==> src/cpm_params.svh <==
// constants for the clock, power and flash pulse control block
`ifndef CPM_PARAMS_SVH
`define CPM_PARAMS_SVH

// register addresses
`define CPM_ADDR_CPU_PWR      16'h0087
`define CPM_ADDR_MCLK_CTL     16'h008F
`define CPM_ADDR_FLASH_PULSE  16'hFFF2

// reset values
`define CPM_RST_CPU_PWR       8'h00
`define CPM_RST_MCLK_CTL      8'h0A
`define CPM_RST_FLASH_PULSE   8'h10

// writable bit masks, the rest reads zero except mclk ctl bit 3, which reset sets until the first write
`define CPM_MASK_CPU_PWR      8'h8F
`define CPM_MASK_MCLK_CTL     8'hE7
`define CPM_MASK_FLASH_PULSE  8'h30

// field positions
`define CPM_BIT_BAUD_DOUBLE   7
`define CPM_BIT_CPU_STOP      1
`define CPM_BIT_CPU_IDLE      0
`define CPM_BIT_OSC_DIS       7
`define CPM_BIT_KEYPAD_DIS    6
`define CPM_BIT_CARD_DIS      5
`define CPM_MULT_MSB          2
`define CPM_MULT_LSB          0
`define CPM_BIT_BYPASS        5
`define CPM_BIT_LONG_PULSE    4

// pll ratio = multiplier * 2 + 4
`define CPM_MULT_SCALE        5'h02
`define CPM_MULT_OFFSET       5'h04

// timing
`define CPM_CLK_PERIOD_NS     10
`define CPM_SHORT_PULSE_NS    40
`define CPM_LONG_PULSE_NS     66
`define CPM_SHORT_PULSE_CYC   (`CPM_SHORT_PULSE_NS / `CPM_CLK_PERIOD_NS)
`define CPM_LONG_PULSE_CYC    (`CPM_LONG_PULSE_NS / `CPM_CLK_PERIOD_NS)
`define CPM_PD_DELAY_CYC      6'h20

`endif

==> src/cpm_pkg.sv <==
// types for the clock, power and flash pulse control block
package cpm_pkg;
    typedef logic [7:0]  cpm_byte_t;
    typedef logic [15:0] cpm_addr_t;
    typedef logic [4:0]  cpm_ratio_t;
    typedef enum logic [1:0] {
        CPM_FRP_IDLE = 2'b00,
        CPM_FRP_HIGH = 2'b01,
        CPM_FRP_HOLD = 2'b10
    } cpm_frp_state_t;
endpackage

==> src/cpm_clock_power_ctrl.sv <==
// clock, power and flash read pulse control registers with their logic
`timescale 1ns/1ps
`include "cpm_params.svh"

module cpm_clock_power_ctrl (
    input  wire logic                mclk,
    input  wire logic                sys_rst,
    input  wire cpm_pkg::cpm_addr_t  sfr_addr,
    input  wire cpm_pkg::cpm_byte_t  sfr_wdata,
    input  wire logic                sfr_wr,
    input  wire logic                sfr_rd,
    output cpm_pkg::cpm_byte_t       sfr_rdata,
    input  wire logic                power_down_request,
    input  wire logic                cpu_wake,
    input  wire logic                flash_rd_in,
    output logic                     flash_rd_out,
    output logic                     osc_pll_enable,
    output cpm_pkg::cpm_ratio_t      pll_ratio,
    output logic                     keypad_clk_enable,
    output logic                     card_clk_enable,
    input  wire logic                card_detect_pin,
    output logic                     card_detect_event,
    output logic                     baud_double,
    output logic                     cpu_stop_req,
    output logic                     cpu_idle_req
);
    import cpm_pkg::*;

    // ----------------------------------------------------------------
    // register file
    // ----------------------------------------------------------------
    cpm_byte_t cpu_power_control_r,    cpu_power_control_nxt;
    cpm_byte_t master_clock_control_r, master_clock_control_nxt;
    cpm_byte_t flash_pulse_control_r,  flash_pulse_control_nxt;
    cpm_byte_t rdata_r,                rdata_nxt;

    // writes masked so unused bits are written zero; a software write beats a wake
    always_comb begin
        cpu_power_control_nxt    = cpu_power_control_r;
        master_clock_control_nxt = master_clock_control_r;
        flash_pulse_control_nxt  = flash_pulse_control_r;
        rdata_nxt                = rdata_r;
        if (cpu_wake) begin
            cpu_power_control_nxt[`CPM_BIT_CPU_STOP] = 1'b0;
            cpu_power_control_nxt[`CPM_BIT_CPU_IDLE] = 1'b0;
        end
        if (sfr_wr) begin
            unique case (sfr_addr)
                `CPM_ADDR_CPU_PWR:     cpu_power_control_nxt    = sfr_wdata & `CPM_MASK_CPU_PWR;
                `CPM_ADDR_MCLK_CTL:    master_clock_control_nxt = sfr_wdata & `CPM_MASK_MCLK_CTL;
                `CPM_ADDR_FLASH_PULSE: flash_pulse_control_nxt  = sfr_wdata & `CPM_MASK_FLASH_PULSE;
                default: begin
                end
            endcase
        end
        if (sfr_rd) begin
            unique case (sfr_addr)
                `CPM_ADDR_CPU_PWR:     rdata_nxt = cpu_power_control_r;
                `CPM_ADDR_MCLK_CTL:    rdata_nxt = master_clock_control_r;
                `CPM_ADDR_FLASH_PULSE: rdata_nxt = flash_pulse_control_r;
                default:               rdata_nxt = 8'h00; // unmapped reads zero
            endcase
        end
    end

    always_ff @(posedge mclk) begin
        if (sys_rst) begin
            cpu_power_control_r    <= `CPM_RST_CPU_PWR;
            master_clock_control_r <= `CPM_RST_MCLK_CTL;
            flash_pulse_control_r  <= `CPM_RST_FLASH_PULSE;
            rdata_r                <= 8'h00;
        end else begin
            cpu_power_control_r    <= cpu_power_control_nxt;
            master_clock_control_r <= master_clock_control_nxt;
            flash_pulse_control_r  <= flash_pulse_control_nxt;
            rdata_r                <= rdata_nxt;
        end
    end

    assign sfr_rdata = rdata_r;

    // ----------------------------------------------------------------
    // power-down delay
    // ----------------------------------------------------------------
    logic [5:0] pd_count_r, pd_count_nxt;
    logic       pd_off_r,   pd_off_nxt;

    // the delay leaves the cpu time to request stop before clocks die
    always_comb begin
        pd_count_nxt = pd_count_r;
        pd_off_nxt   = pd_off_r;
        if (!power_down_request) begin
            pd_count_nxt = 6'h00;
            pd_off_nxt   = 1'b0;
        end else if (!pd_off_r) begin
            pd_count_nxt = pd_count_r + 6'h01;
            if (pd_count_nxt == `CPM_PD_DELAY_CYC) begin
                pd_off_nxt = 1'b1;
            end
        end
    end

    always_ff @(posedge mclk) begin
        if (sys_rst) begin
            pd_count_r <= 6'h00;
            pd_off_r   <= 1'b0;
        end else begin
            pd_count_r <= pd_count_nxt;
            pd_off_r   <= pd_off_nxt;
        end
    end

    // ----------------------------------------------------------------
    // clock gating and cpu controls
    // ----------------------------------------------------------------
    // power-down overrides the gates without touching the stored bits
    assign osc_pll_enable    = ~master_clock_control_r[`CPM_BIT_OSC_DIS] & ~pd_off_r;
    assign keypad_clk_enable = ~master_clock_control_r[`CPM_BIT_KEYPAD_DIS] & ~pd_off_r;
    assign card_clk_enable   = ~master_clock_control_r[`CPM_BIT_CARD_DIS] & ~pd_off_r;
    assign pll_ratio = 5'(master_clock_control_r[`CPM_MULT_MSB:`CPM_MULT_LSB]) * `CPM_MULT_SCALE
                       + `CPM_MULT_OFFSET;
    assign baud_double  = cpu_power_control_r[`CPM_BIT_BAUD_DOUBLE];
    assign cpu_stop_req = cpu_power_control_r[`CPM_BIT_CPU_STOP];
    assign cpu_idle_req = cpu_power_control_r[`CPM_BIT_CPU_IDLE];

    // card detect synchroniser runs on mclk, independent of the card gate
    logic det_meta_r, det_sync_r, det_prev_r;
    always_ff @(posedge mclk) begin
        if (sys_rst) begin
            det_meta_r <= 1'b0;
            det_sync_r <= 1'b0;
            det_prev_r <= 1'b0;
        end else begin
            det_meta_r <= card_detect_pin;
            det_sync_r <= det_meta_r;
            det_prev_r <= det_sync_r;
        end
    end
    // one pulse per settled change; the pin is seen two edges late
    // both insertion and removal pulse, the interrupt side picks the sense
    assign card_detect_event = det_sync_r ^ det_prev_r;

    // ----------------------------------------------------------------
    // flash read pulse shortener
    // ----------------------------------------------------------------
    cpm_frp_state_t frp_state_r, frp_state_nxt;
    logic [2:0]     frp_count_r, frp_count_nxt;
    logic           frp_out_r,   frp_out_nxt;
    logic [2:0]     frp_width;

    // widths floored to whole mclk cycles, so the strobe errs on the short side
    // a slower mclk would need the counts rescaled, hence the period constant
    assign frp_width = flash_pulse_control_r[`CPM_BIT_LONG_PULSE] ?
                       3'(`CPM_LONG_PULSE_CYC) : 3'(`CPM_SHORT_PULSE_CYC);

    // one-shot: width capped in time and cut short if the raw strobe drops, strobe then held low until it drops
    always_comb begin
        frp_state_nxt = frp_state_r;
        frp_count_nxt = frp_count_r;
        frp_out_nxt   = 1'b0;
        unique case (frp_state_r)
            CPM_FRP_IDLE: begin
                if (flash_rd_in) begin
                    frp_state_nxt = CPM_FRP_HIGH;
                    frp_count_nxt = frp_width - 3'h1;
                    frp_out_nxt   = 1'b1;
                end
            end
            CPM_FRP_HIGH: begin
                if (!flash_rd_in) begin
                    frp_state_nxt = CPM_FRP_IDLE;
                end else if (frp_count_r == 3'h0) begin
                    frp_state_nxt = CPM_FRP_HOLD;
                end else begin
                    frp_count_nxt = frp_count_r - 3'h1;
                    frp_out_nxt   = 1'b1;
                end
            end
            CPM_FRP_HOLD: begin
                if (!flash_rd_in) begin
                    frp_state_nxt = CPM_FRP_IDLE;
                end
            end
            default: frp_state_nxt = CPM_FRP_IDLE;
        endcase
    end

    always_ff @(posedge mclk) begin
        if (sys_rst) begin
            frp_state_r <= CPM_FRP_IDLE;
            frp_count_r <= 3'h0;
            frp_out_r   <= 1'b0;
        end else begin
            frp_state_r <= frp_state_nxt;
            frp_count_r <= frp_count_nxt;
            frp_out_r   <= frp_out_nxt;
        end
    end

    // bypass passes the raw strobe for fast clocks
    assign flash_rd_out = flash_pulse_control_r[`CPM_BIT_BYPASS] ? flash_rd_in : frp_out_r;

endmodule

==> config.mk <==
export PLATFORM = sky130hd
export DESIGN_NAME = cpm_clock_power_ctrl
export DESIGN_NICKNAME = d
export VERILOG_FILES = /design/src/cpm_pkg.sv /design/src/cpm_clock_power_ctrl.sv
export VERILOG_INCLUDE_DIRS = /design/src
export SDC_FILE = /design/constraint.sdc
export NUM_CORES = 1
export LEC_CHECK = 0
export ABC_AREA = 1
export ABC_CLOCK_PERIOD_IN_PS = 1250
export BUFFER_PORTS_ARGS = -buffer_cell sky130_fd_sc_hd__buf_2
export CAP_MARGIN = 20
export CORE_AREA = 2 2 67 69
export DETAILED_ROUTE_END_ITERATION = 8
export DIE_AREA = 0 0 69 71
export PLACE_DENSITY = 0.8
export SLEW_MARGIN = 20
export SYNTH_ARGS = -nofsm -noshare
export SYNTH_HDL_FRONTEND = slang
export SYNTH_SLANG_ARGS = --single-unit
==> constraint.sdc <==
create_clock -name mclk -period 1.25 [get_ports mclk]
set_input_delay 0.125 -clock mclk [delete_from_list [all_inputs] [get_ports mclk]]
set_output_delay 0.125 -clock mclk [all_outputs]
set_load 0.05 [all_outputs]
==> reports/results.txt, run 1 <==
Die area -> 0.004899 mm²
CP Max Fanout -> 3
Largest net degree at the start of global routing -> 19
Post-DP HPWL -> 3066 µm
# nets final -> 349
Status -> finished, violations left
Design area -> 0.002317 mm²
DR vias -> 1734
Critical Path Start Type -> register
#FFs+latches synth -> 38
Clk pin slew, worst setup/hold paths -> 0.08 ns
Setup Viol. Count Final -> 1
Clock power frac -> 0.370
WS Path Type -> reg2out
Core footprint -> 0.004204 mm²
CP arrival -> 1.13 ns
CTS tree -> done
Post-Synthesis Cell Area -> 0.001828 mm²
Total power -> 2.379 mW
PD cells -> 1027 mW/mm²
Fillers -> 419
Post-DP Area -> 0.002143 mm²
Synthesis Warnings -> 0
Initial antenna violation count -> 0
Seq pwr share -> 0.524
CTS Buffer Depth -> 2
Final WL -> 4087 µm
Failing checks -> setup timing
Sw Pwr -> 604.0 µW
Maximum vdd drop -> 0.0006008 V
Pins Over Slew Limit -> 0
Net count after synthesis -> 291
Leakage -> 1.160 nW
Synth top area share -> 0.4162
Most frequent cells after synthesis -> nand2_1 (57), nor2_1 (39), dfxtp_1 (38)
Row count -> 24
Yosys top cell by area -> dfxtp_1
N_diodes -> 0
Post-synth ARST share -> 0
Vias in the first global route -> 1598
TritonCTS buffer count -> 5
Final Hold Viols -> 0
Count leader, synth -> nand2_1
Util after Layout -> 0.5512
First-pass GRT wire length -> 6796 µm
Cells after DPL -> 357
H-tree levels -> 2
GRT Total Usage -> 0.1693
Layout cells sized above 1 -> 0.3016
Post-CTS Hold Fix Bufs -> 0
Ranking of synthesized cells by area -> dfxtp_1 (42%), nand2_1 (12%), nor2_1 (8.0%), a21oi_1 (6.6%), nand3_1 (5.7%)
Logic pwr share -> 0.106
WL/cell -> 11.14 µm
Setup crit end kind -> output pin
Setup slack after layout -> -0.0008645 ns
Die Height -> 71 µm
Drt pass-1 iters -> 4
Min Tclk post-route -> 1.251 ns
Internal -> 1.775 mW
Layout Cells excl Fill -> 367
Detail Route Antenna Nets -> 0
Post-synth EDFFs -> 0
Final Wtd Congestion -> 0.8416
Worst-Skew Late Latency -> 0.30 ns
Syn Inst Count -> 256
DR iter-0 viols -> 50
Congestion Overflow GR -> 0
Hold Crit Class -> in2reg
Die W -> 69 µm
Switching Fraction -> 0.2538
Clock root buffer -> clkbuf_8
Top FF cell, synth -> dfxtp_1
Via/cell ratio -> 4.725
RSZ-0062 raised after global routing -> yes
Synth cell types -> 28
I/O Buffers -> 51
DRC viols -> 0
Sequential element share of the synthesized area -> 0.4162
Required time of the critical path -> 1.12 ns
Clk sink count -> 38
Final period utilization -> 1.001
Syn avg cell area -> 7.141 µm²
Max-cap viol count -> 0
Top Ports -> 53
Area grow syn2layout -> 26.76%
Post-route clock skew -> 0.005677 ns
Initial core utilization -> 0.4348
Fmax -> 0.7994 GHz
==> timing repair <==
action                     in CTS  in global routing
buffers inserted                0                  2
setup endpoints to repair       3                  9
pin swaps                       0                  7
resized for setup               5                 19
==> sequential cells by signal, summed over array words and instances (netlist names) <==
register	count
master_clock_control_r	7
pd_off_r	1
frp_count_r	3
cpu_power_control_r	5
frp_state_r	2
sfr_rdata	8
pd_count_r	6
det_prev_r	1
det_meta_r	1
det_sync_r	1
flash_pulse_control_r	2
frp_out_r	1
==> area by class of cell <==
| cell class | count | area (µm²) | area share |
|---|---|---|---|
| inverters | 31 | 116.4 | 0.05022 |
| clock inverters | 2 | 12.51 | 0.005400 |
| clock buffers | 6 | 82.58 | 0.03564 |
| multi-input cells | 179 | 930.9 | 0.4017 |
| flip-flops and latches | 38 | 773.2 | 0.3337 |
| repair buffers | 59 | 336.6 | 0.1452 |
| well taps | 52 | 65.06 | 0.02808 |
==> placed cells by master (no fill, tap or decap), drive strengths merged, types with 2 or more instances in the layout <==
master | Yosys | routed
a21oi | 24 | 24
buf | 8 | 57
clkbuf | 0 | 8
dfxtp | 38 | 38
ha | 3 | 3
inv | 31 | 31
nand2 | 60 | 60
nand3 | 22 | 22
nand4 | 2 | 2
nor2 | 45 | 45
o21ai | 13 | 13
xor2 | 4 | 4
==> metrics by stage <==
| stage | worst slack, ns | hold WS (ns) | TNS [ns] |
|---|---|---|---|
| finish | -0.0008645 | 0.02946 | -0.0008645 |
| global route | -0.07564 | 0.04555 | -0.1516 |
| CTS | -0.02486 | 0.03059 | -0.02486 |
| detailed placement | -0.004444 | 0.3382 | -0.004444 |
| global placement | 0.06359 | 0.3273 | 0 |
| floorplan | 0.03115 | 0.2320 | 0 |
==> metal layers <==
metal,vias up,GRT usage,wire length [µm]
li1,925,-,-
met3,10,0.05128,295
met5,-,0,0
met2,50,0.2724,1882
met4,0,0.07843,89
met1,749,0.2088,1820
==> power groups by stage <==
stage          combinational [mW]  sequential (mW)  clock [mW]
3_3_place_gp                0.229             1.27           0
5_1_grt                     0.280             1.25       0.955
3_5_place_dp                0.235             1.27           0
6_report                    0.252             1.25       0.880
4_1_cts                     0.240             1.25       0.894
2_1_floorplan               0.139             1.28           0
==> worst max-delay path, stage by stage, from the launching register on <==
cell and delay, ns:
dfxtp_2 0.37, mux2_4 0.32, buf_8 0.15
==> worst paths after layout <==
check / slack, ns / endpoint / depth (start not counted) / from
setup / recovery: -0.0009 / flash_rd_out / 2 / flash_pulse_control_r[5]
setup reg to reg: 0.01 / pd_off_r / 7 / pd_count_r[1]
hold reg to reg: 0.41 / det_sync_r / 2 / det_meta_r
hold / removal: 0.03 / det_meta_r / 3 / card_detect_pin
==> cell families (layout without fill, tap and decap cells) <==
family	count (synthesis)	after routing	synth area share
simple gates	131	131	0.3347
buf+inv	39	98	0.09103
compound gates	38	38	0.1054
flops	38	38	0.4162
xor+xnor	5	5	0.02396
fa+ha+maj	3	3	0.02054
other cells	1	1	0.002051
mux	1	1	0.006160
(Power assumes the default switching activity.)
==> run 2, diff against run 1 <==
Settings changed: SETUP_SLACK_MARGIN set to 0.4.
==> run 2 against run 1 <==
  * The flow still finishes with violations (setup timing)
  * Setup slack got worse by 0.044 ns
  * Global-route usage up 3.5 points
  * Sequential power about the same
  * Wire length rose by 55%
  * Die area is the same
  * Fmax decreased by 3.4%
  * First-iteration DRC count grew 100%
  * Count of clock-buffer cells in the layout is 1 lower
  * Core utilization up 23 points
  * Sequential share of layout area down 8.5 points
==> reports/results.txt, run 2 (same netlist as run 1, synthesis figures left out) <==
Status -> finished, violations left
Failing checks -> setup timing
Leading cell types in the layout, fill and taps excluded -> nand2_1 (42), buf_2 (24), buf_4 (22), inv_1 (21), nor2_1 (21)
H-tree levels -> 2 (unchanged)
CTS tree -> done
CP Max Fanout -> 3 (unchanged)
N_diodes -> 0 (unchanged)
WS Path Type -> reg2reg
Clk sink count -> 38 (unchanged)
Cell count along the critical path -> 7 (+5)
WL/cell -> 16.21 µm (+46%)
Worst-Skew Late Latency -> 0.29 ns (about the same)
DR vias -> 2016 (+16%)
PD cells -> 747.1 mW/mm² (-27%)
Area grow syn2layout -> 80.22%
Crit path max-delay family -> flip-flops
Worst hold stages -> 3 (unchanged)
Initial antenna violation count -> 0 (unchanged)
DR iter-0 viols -> 100 (+100%)
CP Cell Sequence -> ha_4, nand2_4, nor2_4, xor2_2, nor2_1, a21oi_1, nor2_1
Setup Viol. Count Final -> 1 (unchanged)
Setup crit end kind -> register
GRT Total Usage -> 0.2042 (+0.03494)
Congestion Overflow GR -> 0 (unchanged)
Via/cell ratio -> 5.143 (+8.8%)
Largest net degree at the start of global routing -> 19 (unchanged)
Final WL -> 6355 µm (+55%)
Design area -> 0.003294 mm² (+42%)
RSZ-0062 raised after global routing -> yes
CP arrival -> 1.48 ns (+0.35 ns)
Clk pin slew, worst setup/hold paths -> 0.07 ns (about the same)
Layout Cells excl Fill -> 392 (+6.8%)
Detail Route Antenna Nets -> 0 (unchanged)
Final Wtd Congestion -> 0.7671 (-8.9%)
Clock root buffer -> clkbuf_8
Vias in the first global route -> 1870 (+17%)
Leakage -> 1.449 nW (+25%)
Die W -> 69 µm (unchanged)
Post-route clock skew -> 0.008121 ns (+0.002444 ns)
Max-cap viol count -> 0 (unchanged)
Post-DP Area -> 0.002293 mm² (+7.0%)
DRC viols -> 0 (unchanged)
Core footprint -> 0.004204 mm² (unchanged)
Min Tclk post-route -> 1.294 ns (+0.04358 ns)
WP buf/inv -> 0 (-1)
Drt pass-1 iters -> 4 (unchanged)
Cells after DPL -> 355 (-0.56%)
CP dominant cell by count -> nor2_1
Critical path's largest stage delay -> 0.37 ns (about the same)
Hold Crit Class -> in2reg
Row count -> 24 (unchanged)
Top Ports -> 53 (unchanged)
Initial core utilization -> 0.4348 (unchanged)
Layout cells sized above 1 -> 0.6382 (+0.3366)
R2R depth -> 7 (unchanged)
Setup slack after layout -> -0.04444 ns (-0.04358 ns)
I/O Buffers -> 51 (unchanged)
Die area -> 0.004899 mm² (unchanged)
Final period utilization -> 1.036 (+0.03486)
Total power -> 2.461 mW (+3.4%)
First-pass GRT wire length -> 8190 µm (+21%)
Post-DP HPWL -> 3198 µm (+4.3%)
Post-CTS Hold Fix Bufs -> 0 (unchanged)
Required time of the critical path -> 1.43 ns (+0.31 ns)
Die Height -> 71 µm (unchanged)
# nets final -> 375 (+7.4%)
Critical Path Start Type -> register
DP Worst Slack -> 0.03740 ns (+0.04185 ns)
Commonest non-fill, non-tap cell in the layout -> nand2_1
TritonCTS buffer count -> 5 (unchanged)
Pins Over Slew Limit -> 0 (unchanged)
Crit path max-delay cell type -> dfxtp_4
CTS Buffer Depth -> 2 (unchanged)
Largest register FFs -> 8 (unchanged)
Final Hold Viols -> 0 (unchanged)
TNS Setup -> -0.04444 ns (-0.04358 ns)
Fmax -> 0.7725 GHz (-3.4%)
Maximum vdd drop -> 0.0005857 V (-2.5%)
==> run 2: worst reg2reg max path, stage by stage, from the launching register on <==
cell     delay [ns]
dfxtp_4        0.37
ha_4           0.15
nand2_4        0.06
nor2_4         0.13
xor2_2         0.16
nor2_1         0.07
a21oi_1        0.18
nor2_1         0.08
==> run 2: timing repair <==
item,4_1_cts,5_1_grt
pin swaps,18,34
gates resized for setup,102,90
endpoints found under the setup margin,42,51
cloned,1,0
setup buffers,15,14
==> run 2: final cells by class <==
type | count | area [µm²]
clock inverters | 2 | 10.01
well taps | 52 | 65.06
repair buffers | 85 | 833.3
inverters | 31 | 142.6
multi-input cells | 179 | 1355
flip-flops and latches | 38 | 819.5
fillers | 231 | 909.6
clock buffers | 5 | 68.82
==> run 2: routing by layer <==
layer  part of all wire  GRT usage
met5                  0          0
met4              0.035    0.07843
met3              0.049    0.05128
met2               0.56     0.3718
met1               0.36     0.2295
==> run 2: final timing paths <==
check / from / slack, ns / to
worst max-delay path: pd_count_r[1] / -0.04 / pd_off_r
worst min-delay path: card_detect_pin / 0.04 / det_meta_r
worst max register to register: pd_count_r[1] / -0.04 / pd_off_r
worst min register to register: det_meta_r / 0.40 / det_sync_r
==> run 2: stage by stage <==
stage / utilization / hold WS, ns
after floorplan: - / 0.2320
after global placement: 0.5455 / 0.3318
after detailed placement: 0.5455 / 0.3384
after CTS: 0.6771 / 0.03363
after global routing: 0.7836 / 0.05315
final: 0.7836 / 0.04265
==> run 2: report_power, final <==
group / internal [mW] / total (mW) / switching, mW
clock: 0.374 / 0.794 / 0.420
sequential: 1.22 / 1.25 / 0.0253
combinational: 0.189 / 0.420 / 0.231
==> run 3, diff against run 2 <==
Settings changed: ABC_CLOCK_PERIOD_IN_PS 1250 to 1300, CORE_AREA 2 2 67 69 to 2 2 63 65, DIE_AREA 0 0 69 71 to 0 0 65 67, PLACE_DENSITY 0.8 to 0.85.
Clock period 1.25 ns to 1.3 ns, I/O delays scaled along.
==> run 3 against run 2 <==
  * The run now ends clean
  * Global-route usage rose by 2.3 points
  * First-iteration DRC count rose by 28%
  * Clock skew fell by 0.0026 ns
  * Via count fell by 3.4%
  * Wire length fell by 16%
  * Clock power rose by 5.5%
  * Total power fell by 3.9%
  * Sequential power fell by 4%
  * Sequential share of layout area rose by 2.6 points
  * Fmax rose by 3.8%
  * Largest cell class unchanged
==> reports/results.txt, run 3 (same netlist as run 1, synthesis figures left out) <==
Status -> finished clean
DR vias -> 1947 (-3.4%)
Register area -> 812.0 µm² (-0.92%)
WL/cell -> 14.15 µm (-13%)
Layout cells sized above 1 -> 0.5364 (-0.1019)
Setup crit end kind -> register
Die Height -> 67 µm (-5.6%)
Crit path max-delay cell type -> dfxtp_2
Min Tclk post-route -> 1.247 ns (-0.04792 ns)
Final Hold Viols -> 0 (unchanged)
Initial core utilization -> 0.5069 (+0.07212)
Hold Crit Class -> in2reg
Final WL -> 5350 µm (-16%)
Initial antenna violation count -> 0 (unchanged)
I/O Buffers -> 51 (unchanged)
Detail Route Antenna Nets -> 0 (unchanged)
Pins Over Slew Limit -> 0 (unchanged)
Max-cap viol count -> 0 (unchanged)
GRT Total Usage -> 0.2274 (+0.02317)
Final Wtd Congestion -> 0.8368 (+9.1%)
WS Path Type -> reg2reg
Final period utilization -> 0.9589 (-0.07669)
# nets final -> 364 (-2.9%)
Post-CTS Hold Fix Bufs -> 0 (unchanged)
First-pass GRT wire length -> 7445 µm (-9.1%)
Top Ports -> 53 (unchanged)
Clk pin slew, worst setup/hold paths -> 0.07 ns (about the same)
Critical Path Start Type -> register
TritonCTS buffer count -> 5 (unchanged)
Leakage -> 1.353 nW (-6.6%)
N_diodes -> 0 (unchanged)
Row count -> 22 (-8.3%)
Area of the multi-input gates -> 0.001161 mm² (-14%)
Core footprint -> 0.003606 mm² (-14%)
Die area -> 0.004355 mm² (-11%)
Congestion Overflow GR -> 0 (unchanged)
CP Cell Sequence -> inv_2, nand2_4, buf_4, nor2_1, xnor2_2, nand2_1, a21oi_1
Commonest non-fill, non-tap cell in the layout -> nand2_1
CP Max Fanout -> 4 (+1)
Layout Cells excl Fill -> 378 (-3.6%)
Worst-Skew Late Latency -> 0.30 ns (about the same)
Required time of the critical path -> 1.51 ns (+0.08 ns)
Post-DP HPWL -> 3014 µm (-5.8%)
Setup Viol. Count Final -> 0 (-1)
Design area -> 0.002957 mm² (-10%)
RSZ-0062 raised after global routing -> yes
H-tree levels -> 2 (unchanged)
Leading cell types in the layout, fill and taps excluded -> nand2_1 (47), nor2_1 (25), buf_6 (24), dfxtp_2 (23), buf_2 (23)
Largest register FFs -> 8 (unchanged)
Critical path's largest stage delay -> 0.33 ns (-0.04 ns)
CTS Buffer Depth -> 2 (unchanged)
Die W -> 65 µm (-5.8%)
CP arrival -> 1.46 ns (-0.02 ns)
Clock root buffer -> clkbuf_8
CTS tree -> done
PD cells -> 800.2 mW/mm² (+7.1%)
Maximum vdd drop -> 0.0008873 V (+52%)
Post-DP Area -> 0.002265 mm² (-1.3%)
Cells after DPL -> 351 (-1.1%)
Fillers -> 212 (-8.2%)
Area grow syn2layout -> 61.74%
Largest net degree at the start of global routing -> 19 (unchanged)
DRC viols -> 0 (unchanged)
Fmax -> 0.8022 GHz (+3.8%)
Drt pass-1 iters -> 4 (unchanged)
Clk sink count -> 38 (unchanged)
Via/cell ratio -> 5.151 (+0.15%)
DR iter-0 viols -> 128 (+28%)
Post-route clock skew -> 0.005557 ns (-0.002564 ns)
Vias in the first global route -> 1763 (-5.7%)
## run 3: changes by cell type in the layout (fill, tap and decap cells not counted), sizes merged
cell	delta
inv	+2
clkinv	-2
clkbuf	+2
buf	-11
clkinvlp	-1
## run 3: what timing repair did
action | in CTS | in global routing
buffers inserted | 10 | 8
endpoints found under the setup margin | 38 | 47
resized for setup | 87 | 64
cloned | 0 | 1
pin swaps | 9 | 28
## run 3: worst max-delay path, delay by kind of cell, from the launching register on
kind                   cells  cell delay [ns]
AO/OA/AOI/OAI              1             0.14
XOR/XNOR                   1             0.14
buffers and inverters      2             0.22
flip-flops                 1             0.33
AND/OR/NAND/NOR            3             0.34
## run 3: path summary, 6_finish.rpt
kind | from | to | slack [ns] | cells past startpoint
min reg2reg | det_meta_r | det_sync_r | 0.40 | 2
min | card_detect_pin | det_meta_r | 0.04 | 3
max | frp_state_r[1] | frp_count_r[2] | 0.05 | 7
max reg2reg | frp_state_r[1] | frp_count_r[2] | 0.05 | 7
## run 3: layer usage
| layer | share of wire | global-route usage | routed length, µm |
|---|---|---|---|
| met1 | 0.36 | 0.2367 | 1935 |
| met2 | 0.54 | 0.4111 | 2900 |
| met3 | 0.063 | 0.08108 | 339 |
| met4 | 0.033 | 0.09840 | 174 |
| met5 | 0 | 0 | 0 |
## run 3: area by class of cell
type	instances	area share
inverters	31	0.04697
multi-input cells	179	0.3927
clock buffers	7	0.02920
clock inverters	1	0.001693
repair buffers	74	0.2344
well taps	48	0.02031
flip-flops and latches	38	0.2747
## run 3: through the flow
step	setup TNS, ns	util	power [mW]	worst slack (ns)	hold slack (ns)
after global routing	-0.03380	0.8199	2.467	-0.03380	0.04464
after CTS	0	0.7422	2.301	0.07386	0.03723
after floorplan	0	-	1.382	0.1986	0.2370
after detailed placement	0	0.6280	1.479	0.07510	0.3447
after global placement	0	0.6280	1.471	0.1066	0.3328
final	0	0.8199	2.366	0.05347	0.03763
## run 3: power breakdown
part	switching [mW]	internal, mW	leakage [nW]	total (mW)
Clock	0.411	0.428	0.0482	0.838
Combinational	0.186	0.141	0.981	0.327
Sequential	0.0211	1.18	0.323	1.20
